### src/shared/mss_cfg.svh
`ifndef MSS_CFG_SVH
`define MSS_CFG_SVH

// Counts, limits and reset values.
`define MSS_NSTAGE 15
`define MSS_NONE 4'hF
`define MSS_FREQ_RST 16'h01F4
`define MSS_T1_RST 16'h0032
`define MSS_TIME_MAX 16'h7FFF

// Register byte offsets and block numbers.
`define MSS_OFF_PRESET 12'h000
`define MSS_OFF_ENABLE 12'h040
`define MSS_OFF_MODE 12'h044
`define MSS_OFF_STATUS 12'h048
`define MSS_OFF_ELAPSED 12'h04C
`define MSS_BLK_SETUP 6'h02
`define MSS_BLK_TIME 6'h03

// Mode word digit positions.
`define MSS_MODE_UNIT 3:0
`define MSS_MODE_TEN 7:4
`define MSS_MODE_HUND 11:8
`define MSS_MODE_THOU 15:12

// Stage setting digit positions.
`define MSS_SET_SRC 3:0
`define MSS_SET_DIR 7:4
`define MSS_SET_ACC 11:8

// Bus answers.
`define MSS_RESP_OKAY 2'h0
`define MSS_RESP_SLVERR 2'h2

// Time base: one tenth of a second in ns, clock period in ns.
`define MSS_TENTH_NS 100000000
`define MSS_CLK_NS 4
`define MSS_TENTH_CYC (`MSS_TENTH_NS / `MSS_CLK_NS)
`define MSS_SEC_PER_MIN 60

`endif

### src/shared/mss_pkg.sv
package mss_pkg;

   typedef enum logic [2:0] {
      SEQ_IDLE,
      SEQ_RUN,
      SEQ_PAUSED,
      SEQ_HOLD,
      SEQ_DONE
   } mss_seq_t;

   typedef struct packed {
      logic [15:0] freq;
      logic dir;
      logic [1:0] acc_sel;
   } mss_cmd_t;

   typedef struct packed {
      logic [14:0][15:0] preset;
      logic [14:0][11:0] setup;
      logic [14:0][15:0] stime;
      logic enable;
      logic [15:0] mode;
      mss_seq_t seq;
      logic [3:0] stage;
      logic [15:0] elapsed;
      logic [15:0] rec_freq;
      logic use_rec;
      logic run_q;
      mss_cmd_t cmd;
      logic stop_req;
      logic aw_got;
      logic w_got;
      logic [11:0] awaddr;
      logic [31:0] wdata;
      logic [3:0] wstrb;
      logic bvalid;
      logic [1:0] bresp;
      logic rvalid;
      logic [31:0] rdata;
      logic [1:0] rresp;
   } mss_state_t;

   typedef struct packed {
      logic [31:0] count;
      logic [5:0] sub;
      logic tick;
   } mss_tick_state_t;

endpackage

### src/core/mss_tick.sv
`timescale 1ns/100ps
`include "mss_cfg.svh"

module mss_tick
   import mss_pkg::*;
#(
   parameter int unsigned TENTH_CYC = `MSS_TENTH_CYC
)
(
   // Clock and reset.
   input wire logic i_clk,
   input wire logic i_resetn,
   // Control.
   input wire logic i_count,
   input wire logic i_minutes,
   // One pulse per tenth of the selected unit.
   output logic o_tick
);

   mss_tick_state_t s_reg;
   mss_tick_state_t s_next;

   // The prescaler pauses rather than clears, so a resumed stage keeps
   // its partial tenth.
   always_comb
   begin
      s_next = s_reg;
      s_next.tick = 1'b0;
      if (i_count)
      begin
         if (s_reg.count >= TENTH_CYC - 1)
         begin
            s_next.count = 32'h0000_0000;
            if (!i_minutes || s_reg.sub >= 6'(`MSS_SEC_PER_MIN - 1))
            begin
               s_next.sub = 6'h00;
               s_next.tick = 1'b1;
            end
            else
            begin
               s_next.sub = s_reg.sub + 6'h01;
            end
         end
         else
         begin
            s_next.count = s_reg.count + 32'h0000_0001;
         end
      end
   end

   always_ff @(posedge i_clk or negedge i_resetn)
   begin
      if (!i_resetn)
         s_reg <= '0;
      else
         s_reg <= s_next;
   end

   assign o_tick = s_reg.tick;
endmodule // mss_tick

### src/core/mss_top.sv
// Our own choices: the register offsets and the AXI4-Lite register port.
`timescale 1ns/100ps
`include "mss_cfg.svh"

module mss_top
   import mss_pkg::*;
#(
   parameter int unsigned TENTH_CYC = `MSS_TENTH_CYC
)
(
   // Clock and reset.
   input wire logic i_clk,
   input wire logic i_resetn,
   // AXI4-Lite write channels.
   input wire logic i_s_axi_awvalid,
   output logic o_s_axi_awready,
   input wire logic [11:0] i_s_axi_awaddr,
   input wire logic i_s_axi_wvalid,
   output logic o_s_axi_wready,
   input wire logic [31:0] i_s_axi_wdata,
   input wire logic [3:0] i_s_axi_wstrb,
   output logic o_s_axi_bvalid,
   input wire logic i_s_axi_bready,
   output logic [1:0] o_s_axi_bresp,
   // AXI4-Lite read channels.
   input wire logic i_s_axi_arvalid,
   output logic o_s_axi_arready,
   input wire logic [11:0] i_s_axi_araddr,
   output logic o_s_axi_rvalid,
   input wire logic i_s_axi_rready,
   output logic [31:0] o_s_axi_rdata,
   output logic [1:0] o_s_axi_rresp,
   // Run command logic.
   input wire logic i_run,
   input wire logic i_fault,
   input wire logic i_power_fail,
   input wire logic i_cmd_dir,
   input wire logic i_dir_valid,
   // Frequencies in 0.01 Hz.
   input wire logic [15:0] i_chan_freq,
   input wire logic [15:0] i_out_freq,
   // Drive speed control core.
   output mss_cmd_t o_cmd,
   output logic o_active,
   output logic o_stop_req,
   output logic [3:0] o_stage
);

   mss_state_t s_reg;
   mss_state_t s_next;
   logic tick;

   function automatic logic [3:0] sat_digit(input logic [3:0] d,
                                            input logic [3:0] max);
      sat_digit = (d > max) ? max : d;
   endfunction

   // First stage at or after start with a nonzero time.
   function automatic logic [3:0] find_stage(input logic [3:0] start,
      input logic [14:0][15:0] t);
      logic [3:0] r;
      r = `MSS_NONE;
      for (int i = `MSS_NSTAGE - 1; i >= 0; i--)
      begin
         if (4'(i) >= start && t[i] != 16'h0000)
            r = 4'(i);
      end
      find_stage = r;
   endfunction

   function automatic logic [31:0] merge(input logic [31:0] old,
      input logic [31:0] d, input logic [3:0] strb);
      logic [31:0] r;
      r = old;
      for (int b = 0; b < 4; b++)
      begin
         if (strb[b])
            r[8*b +: 8] = d[8*b +: 8];
      end
      merge = r;
   endfunction

   mss_tick #(
      .TENTH_CYC(TENTH_CYC)
   ) u_tick (
      .i_clk(i_clk),
      .i_resetn(i_resetn),
      .i_count(s_reg.seq == SEQ_RUN),
      .i_minutes(s_reg.mode[`MSS_MODE_THOU] != 4'h0),
      .o_tick(tick)
   );

   logic [3:0] unit_d;
   logic [3:0] ten_d;
   logic keep_on_pf;
   logic run_rise;
   logic [11:0] cur_set;
   logic [3:0] nxt;
   logic [31:0] wv;
   logic [3:0] widx;
   logic [3:0] ridx;
   logic [5:0] rblk;

   always_comb
   begin
      s_next = s_reg;
      unit_d = s_reg.mode[`MSS_MODE_UNIT];
      ten_d = s_reg.mode[`MSS_MODE_TEN];
      keep_on_pf = s_reg.mode[`MSS_MODE_HUND] != 4'h0;
      run_rise = i_run && !s_reg.run_q;
      s_next.run_q = i_run;
      cur_set = s_reg.setup[s_reg.stage];
      nxt = `MSS_NONE;
      wv = 32'h0000_0000;
      widx = 4'h0;
      ridx = 4'h0;
      rblk = 6'h00;

      // Sequencer.
      case (s_reg.seq)
         SEQ_IDLE:
         begin
            s_next.stop_req = 1'b0;
            if (run_rise && !i_fault)
            begin
               nxt = find_stage(4'h0, s_reg.stime);
               s_next.elapsed = 16'h0000;
               s_next.use_rec = 1'b0;
               if (nxt == `MSS_NONE)
               begin
                  s_next.seq = SEQ_DONE;
               end
               else
               begin
                  s_next.seq = SEQ_RUN;
                  s_next.stage = nxt;
               end
            end
         end
         SEQ_RUN:
         begin
            if (i_power_fail && (!keep_on_pf || ten_d == 4'h0))
            begin
               s_next.seq = SEQ_IDLE;
               s_next.stage = 4'h0;
               s_next.elapsed = 16'h0000;
               s_next.use_rec = 1'b0;
            end
            else if (!i_run || i_fault || i_power_fail)
            begin
               if (ten_d == 4'h0)
               begin
                  s_next.seq = SEQ_IDLE;
                  s_next.stage = 4'h0;
                  s_next.elapsed = 16'h0000;
                  s_next.use_rec = 1'b0;
               end
               else
               begin
                  s_next.seq = SEQ_PAUSED;
                  if (ten_d == 4'h2)
                  begin
                     s_next.rec_freq = i_out_freq;
                     s_next.use_rec = 1'b1;
                  end
               end
            end
            else if (s_reg.stime[s_reg.stage] == 16'h0000 ||
                     (tick && s_reg.elapsed + 16'h0001 >=
                      s_reg.stime[s_reg.stage]))
            begin
               s_next.elapsed = 16'h0000;
               s_next.use_rec = 1'b0;
               nxt = find_stage(s_reg.stage + 4'h1, s_reg.stime);
               if (nxt != `MSS_NONE)
                  s_next.stage = nxt;
               else if (unit_d == 4'h0)
                  s_next.seq = SEQ_DONE;
               else if (unit_d == 4'h1)
                  s_next.seq = SEQ_HOLD;
               else
               begin
                  nxt = find_stage(4'h0, s_reg.stime);
                  if (nxt == `MSS_NONE)
                     s_next.seq = SEQ_DONE;
                  else
                     s_next.stage = nxt;
               end
            end
            else if (tick)
            begin
               s_next.elapsed = s_reg.elapsed + 16'h0001;
            end
         end
         SEQ_PAUSED:
         begin
            if (i_power_fail && !keep_on_pf)
            begin
               s_next.seq = SEQ_IDLE;
               s_next.stage = 4'h0;
               s_next.elapsed = 16'h0000;
               s_next.use_rec = 1'b0;
            end
            else if (run_rise && !i_fault)
            begin
               s_next.seq = SEQ_RUN;
            end
         end
         SEQ_HOLD:
         begin
            if (!i_run || i_fault || i_power_fail)
               s_next.seq = SEQ_IDLE;
         end
         SEQ_DONE:
         begin
            s_next.stop_req = 1'b1;
            if (!i_run)
               s_next.seq = SEQ_IDLE;
         end
         default:
            s_next.seq = SEQ_IDLE;
      endcase
      if (!s_reg.enable)
      begin
         s_next.seq = SEQ_IDLE;
         s_next.stop_req = 1'b0;
         s_next.stage = 4'h0;
         s_next.elapsed = 16'h0000;
         s_next.use_rec = 1'b0;
      end

      // Command to the speed core; frozen while holding the last value.
      if (s_reg.seq == SEQ_RUN)
      begin
         if (s_reg.use_rec)
            s_next.cmd.freq = s_reg.rec_freq;
         else if (cur_set[`MSS_SET_SRC] == 4'h0)
            s_next.cmd.freq = s_reg.preset[s_reg.stage];
         else
            s_next.cmd.freq = i_chan_freq;
         case (cur_set[`MSS_SET_DIR])
            4'h0: s_next.cmd.dir = 1'b0;
            4'h1: s_next.cmd.dir = 1'b1;
            default: s_next.cmd.dir = i_dir_valid ? i_cmd_dir : s_reg.cmd.dir;
         endcase
         s_next.cmd.acc_sel = 2'(cur_set[`MSS_SET_ACC]);
      end

      // Register writes.
      if (!s_reg.aw_got && i_s_axi_awvalid && !s_reg.bvalid)
      begin
         s_next.aw_got = 1'b1;
         s_next.awaddr = i_s_axi_awaddr;
      end
      if (!s_reg.w_got && i_s_axi_wvalid && !s_reg.bvalid)
      begin
         s_next.w_got = 1'b1;
         s_next.wdata = i_s_axi_wdata;
         s_next.wstrb = i_s_axi_wstrb;
      end
      if (s_reg.aw_got && s_reg.w_got)
      begin
         s_next.aw_got = 1'b0;
         s_next.w_got = 1'b0;
         s_next.bvalid = 1'b1;
         s_next.bresp = `MSS_RESP_OKAY;
         widx = s_reg.awaddr[5:2];
         case (s_reg.awaddr[11:6])
            6'h00:
            begin
               if (widx < 4'(`MSS_NSTAGE))
               begin
                  wv = merge({16'h0000, s_reg.preset[widx]}, s_reg.wdata,
                             s_reg.wstrb);
                  s_next.preset[widx] = wv[15:0];
               end
               else
                  s_next.bresp = `MSS_RESP_SLVERR;
            end
            6'h01:
            begin
               if ({s_reg.awaddr[11:2], 2'h0} == `MSS_OFF_ENABLE)
               begin
                  wv = merge({31'h0, s_reg.enable}, s_reg.wdata, s_reg.wstrb);
                  s_next.enable = wv[0];
               end
               else if ({s_reg.awaddr[11:2], 2'h0} == `MSS_OFF_MODE)
               begin
                  wv = merge({16'h0000, s_reg.mode}, s_reg.wdata, s_reg.wstrb);
                  s_next.mode = {sat_digit(wv[15:12], 4'h1),
                                 sat_digit(wv[11:8], 4'h1),
                                 sat_digit(wv[7:4], 4'h2),
                                 sat_digit(wv[3:0], 4'h2)};
               end
               else
                  s_next.bresp = `MSS_RESP_SLVERR;
            end
            `MSS_BLK_SETUP:
            begin
               if (widx < 4'(`MSS_NSTAGE))
               begin
                  wv = merge({20'h00000, s_reg.setup[widx]}, s_reg.wdata,
                             s_reg.wstrb);
                  s_next.setup[widx] = {sat_digit(wv[11:8], 4'h3),
                                        sat_digit(wv[7:4], 4'h2),
                                        sat_digit(wv[3:0], 4'h1)};
               end
               else
                  s_next.bresp = `MSS_RESP_SLVERR;
            end
            `MSS_BLK_TIME:
            begin
               if (widx < 4'(`MSS_NSTAGE))
               begin
                  wv = merge({16'h0000, s_reg.stime[widx]}, s_reg.wdata,
                             s_reg.wstrb);
                  s_next.stime[widx] = (wv[15:0] > `MSS_TIME_MAX) ?
                     `MSS_TIME_MAX : wv[15:0];
               end
               else
                  s_next.bresp = `MSS_RESP_SLVERR;
            end
            default:
               s_next.bresp = `MSS_RESP_SLVERR;
         endcase
      end
      if (s_reg.bvalid && i_s_axi_bready)
         s_next.bvalid = 1'b0;

      // Register reads.
      if (s_reg.rvalid && i_s_axi_rready)
         s_next.rvalid = 1'b0;
      if (!s_reg.rvalid && i_s_axi_arvalid)
      begin
         s_next.rvalid = 1'b1;
         s_next.rresp = `MSS_RESP_OKAY;
         s_next.rdata = 32'h0000_0000;
         ridx = i_s_axi_araddr[5:2];
         rblk = i_s_axi_araddr[11:6];
         if (ridx < 4'(`MSS_NSTAGE) && rblk == 6'h00)
            s_next.rdata = {16'h0000, s_reg.preset[ridx]};
         else if (ridx < 4'(`MSS_NSTAGE) && rblk == `MSS_BLK_SETUP)
            s_next.rdata = {20'h00000, s_reg.setup[ridx]};
         else if (ridx < 4'(`MSS_NSTAGE) && rblk == `MSS_BLK_TIME)
            s_next.rdata = {16'h0000, s_reg.stime[ridx]};
         else if ({i_s_axi_araddr[11:2], 2'h0} == `MSS_OFF_ENABLE)
            s_next.rdata = {31'h0, s_reg.enable};
         else if ({i_s_axi_araddr[11:2], 2'h0} == `MSS_OFF_MODE)
            s_next.rdata = {16'h0000, s_reg.mode};
         else if ({i_s_axi_araddr[11:2], 2'h0} == `MSS_OFF_STATUS)
            s_next.rdata = {22'h0, s_reg.use_rec, s_reg.stop_req, 1'b0,
                            s_reg.seq, s_reg.stage};
         else if ({i_s_axi_araddr[11:2], 2'h0} == `MSS_OFF_ELAPSED)
            s_next.rdata = {16'h0000, s_reg.elapsed};
         else
            s_next.rresp = `MSS_RESP_SLVERR;
      end
   end

   always_ff @(posedge i_clk or negedge i_resetn)
   begin
      if (!i_resetn)
      begin
         s_reg <= '0;
         s_reg.preset <= {`MSS_NSTAGE{`MSS_FREQ_RST}};
         s_reg.stime[0] <= `MSS_T1_RST;
      end
      else
         s_reg <= s_next;
   end

   assign o_s_axi_awready = !s_reg.aw_got && !s_reg.bvalid;
   assign o_s_axi_wready = !s_reg.w_got && !s_reg.bvalid;
   assign o_s_axi_bvalid = s_reg.bvalid;
   assign o_s_axi_bresp = s_reg.bresp;
   assign o_s_axi_arready = !s_reg.rvalid;
   assign o_s_axi_rvalid = s_reg.rvalid;
   assign o_s_axi_rdata = s_reg.rdata;
   assign o_s_axi_rresp = s_reg.rresp;
   assign o_cmd = s_reg.cmd;
   assign o_active = (s_reg.seq == SEQ_RUN) || (s_reg.seq == SEQ_HOLD);
   assign o_stop_req = s_reg.stop_req;
   assign o_stage = s_reg.stage;
endmodule // mss_top

### config.mk
export PLATFORM = sky130hd
export DESIGN_NAME = mss_top
export DESIGN_NICKNAME = d
export VERILOG_FILES = /design/src/shared/mss_pkg.sv /design/src/core/mss_tick.sv /design/src/core/mss_top.sv
export VERILOG_INCLUDE_DIRS = /design/src /design/src/shared
export SDC_FILE = /design/constraint.sdc
export NUM_CORES = 2
export LEC_CHECK = 0
export BUFFER_PORTS_ARGS = -buffer_cell sky130_fd_sc_hd__buf_2
export CORE_AREA = 5 5 303 305
export DETAILED_ROUTE_END_ITERATION = 8
export DIE_AREA = 0 0 308 310
export PLACE_DENSITY = 0.72
export SLEW_MARGIN = 20
export SYNTH_ARGS = -nofsm -noshare
export SYNTH_HDL_FRONTEND = slang
export SYNTH_SLANG_ARGS = --single-unit
### constraint.sdc
create_clock -name i_clk -period 6.2 [get_ports i_clk]
set_input_delay 0.62 -clock i_clk [delete_from_list [all_inputs] [get_ports i_clk]]
set_output_delay 0.62 -clock i_clk [all_outputs]
set_load 0.01 [all_outputs]
==> impl_metrics.csv <==
group,metric,value,unit
grt,top_usage_layer,"met2",
drt,drt_iter0_markers,5407,
grt,grt_overflow,0,
floorplan,core_area,89000,um2
timing,slew_viol_final,0,
timing,timing.final.crit_share,0.840,
logic_synthesis,synth-seq-area-share,0.431,
drt,wl_per_cell,28.2,um
clock_tree,htree_levels,3,
placement,gp_congestion,1.01,
clock_tree,root_buffer,"clkbuf_16",
grt,use_met1,0.442,
logic_synthesis,synth_edf_count,0,
logic_synthesis,synth_cell_types,94,
setup_path,crit_path_end_kind,"flop",
logic_synthesis,synth_top_area_frac,0.380,
pwr,p_leak,21.8,nW
timing,fmax,192,MHz
pwr,vdd_drop_max,0.312,mV
drt,vias,38100,
final_layout,drive_gt1_frac,0.243,
floorplan,ios,170,
logic_synthesis,yosysTopAreaCell,"dfrtp_1",
logic_synthesis,synth-async-reset-ratio,1.00,
timing,fin_tns_setup,0,ps
logic_synthesis,synth_seq_cells,827,
floorplan,die-area,95500,um2
grt,grt_pass1_wl,238000,um
drt,routed_wl,158000,um
timing,worst_pin_slew,1320,ps
grt,grt_antenna_before_repair,9,
timing,relSlewSlack,0.111,
placement,io_buffers,129,
drt,via_per_inst,6.81,
logic_synthesis,synthMostInstantiatedCell,"nand2_1",
grt,track_usage,0.327,
logic_synthesis,synth_warnings,0,
clock_tree,cts_setup_buffers,0,
drt,ant_nets,0,
floorplan,initial_utilization,0.542,
setup_path,cp_data_arrival_time,5780,ps
setup_path,cp_data_required_time,6770,ps
setup_path,start_kind,"flop",
hold_path,min_path_type,"input port to flop",
pwr,powerDensity,316,nW/um2
floorplan,std_cell_rows,110,
run,drv_cap,0,
logic_synthesis,netlist_top_cells_count,"nand2_1 (784), dfrtp_1 (734), o21ai_0 (636)",
clock_tree,clkTransAtPathRegs,60,ps
logic_synthesis,postSynthAreaPerCell,10.9,um2
timing,finClkSkew,32.7,ps
timing,finalHoldViolations,0,
clock_tree,cts.sink_count,827,
clock_tree,clk-insertion-delay-late,660,ps
setup_path,cp_max_fo,45,
grt,use_met2,0.483,
grt,first_global_vias,37000,
timing,period_minus_slack,5210,ps
final_layout,postLayoutCoreUtil,0.589,
placement,place_hpwl,106000,um
clock_tree,post_cts_resized,0,
final_layout,largest_reg_flops,744,
status,status,"finished, final reports clean",
setup_path,crit_type,"flop to flop",
drt,dr.pass1.iters,6,
grt,grt_max_degree,182,
drt,drc,0,
floorplan,die_h,310,um
final_layout,areaGrowthSynthToFinish,8.65,%
logic_synthesis,synth.cell_area,48300,um2
pwr,power,16.6,mW
timing,grt_setup_unrepaired,"false",
logic_synthesis,ys_top_cells_by_area,"dfrtp_1 (38%), mux4_2 (20%), o21ai_0 (6.6%)",
floorplan,die_w,308,um
clock_tree,cts_buffer_depth,3,
final_layout,final_nets,4467,
logic_synthesis,synth_flop_cell,"dfrtp_1",
logic_synthesis,synthCells,4418,
clock_tree,cts_tree,"built",
clock_tree,cts_buffers,89,
grt,met3_usage,0.114,
timing,setup-violations-final,0,
==> what timing repair did <==
item	CTS	global route
hold endpoints to repair	60	0
hold buffers	1	0
setup endpoints to repair	0	0
==> cells in the final DEF, fill, tap and decap left out, types with 12 or more instances in the layout <==
master / n
mux2_2: 121
a31oi_1: 15
clkbuf_16: 91
nor2_1: 145
xor2_1: 14
mux4_2: 426
clkbuf_8: 21
dfstp_2: 93
nand3_1: 31
a21boi_0: 15
a22oi_1: 27
buf_4: 98
nor2b_1: 12
conb_1: 18
and2_1: 146
a211oi_1: 24
o31ai_1: 21
clkbuf_1: 21
ha_1: 22
buf_2: 125
xnor2_1: 26
o21ai_0: 636
and3_1: 26
nor4_1: 90
nand2b_1: 16
inv_1: 62
clkinv_2: 14
nor3_1: 42
mux2i_1: 167
nand4_1: 32
o22ai_1: 26
nand2_1: 781
dfrtp_1: 726
a21oi_1: 83
==> routing by layer <==
layer / up-vias / part of all wire
met5: - / 0.00034
met4: 8 / 0.055
met3: 551 / 0.14
met2: 2576 / 0.43
met1: 19000 / 0.37
li1: 16000 / -
==> stage by stage <==
step | worst slack (ps) | area, um2 | hold slack (ps) | cells
2_1_floorplan | 1810 | 48300 | 324 | 4435
3_3_place_gp | 1150 | 49300 | 456 | 5425
3_5_place_dp | 1110 | 49300 | 466 | 5425
4_1_cts | 1080 | 52400 | 81.0 | 5591
5_1_grt | 727 | 52400 | 103 | 5591
6_report | 992 | 52500 | 111 | 5596
==> worst max-delay path, stage by stage, from the launching register on <==
cell and delay, ps:
dfrtp_4 910, buf_4 810, mux4_2 590, nand2_1 80
a21oi_1 70, a31oi_1 460, ha_1 340, o21a_1 180
o21ai_0 130, o221a_2 230, o2111ai_2 210, or3b_1 790
mux2i_4 260
==> where the power goes <==
| group | switching (mW) | internal (mW) | total (mW) |
|---|---|---|---|
| clock | 2.30 | 3.29 | 5.58 |
| sequential | 0.565 | 5.70 | 6.27 |
| combinational | 3.10 | 1.63 | 4.73 |
| total | 5.96 | 10.6 | 16.6 |
==> final cells by class <==
| class | count | area, um2 |
|---|---|---|
| fill | 7198 | 36600 |
| multi-input combinational | 3122 | 25200 |
| sequential | 827 | 20800 |
| clock buffer | 132 | 2630 |
| timing repair buffer | 236 | 1600 |
| tap | 1176 | 1470 |
| clock inverter | 33 | 435 |
| inverter | 65 | 244 |
| antenna | 5 | 12.5 |
==> cell families after synthesis <==
group           synth area share
xor+xnor                 0.00726
other cells            0.0000777
compound gates             0.113
buf+inv                   0.0489
simple gates               0.129
fa+ha+maj                0.00570
flops                      0.431
mux                        0.265
==> worst paths after layout <==
kind | endpoint | slack (ps) | depth (start not counted) | startpoint
worst max-delay path | s_reg[126]$_DFFE_PN0P_ | 990 | 12 | o_stage[0]$_DFFE_PN0P_
worst min-delay path | s_reg[108]$_DFF_PN0_ | 110 | 1 | i_run
worst max register to register | s_reg[126]$_DFFE_PN0P_ | 990 | 12 | o_stage[0]$_DFFE_PN0P_
worst min register to register | o_s_axi_rdata[12]$_DFFE_PN0P_ | 480 | 2 | o_s_axi_rdata[12]$_DFFE_PN0P_
max in group asynchronous | s_reg[327]$_DFFE_PN0P_ | 4170 | 4 | i_resetn
min in group asynchronous | u_tick.s_reg[24]$_DFFE_PN0N_ | 530 | 2 | i_resetn
(Power assumes the default switching activity.)
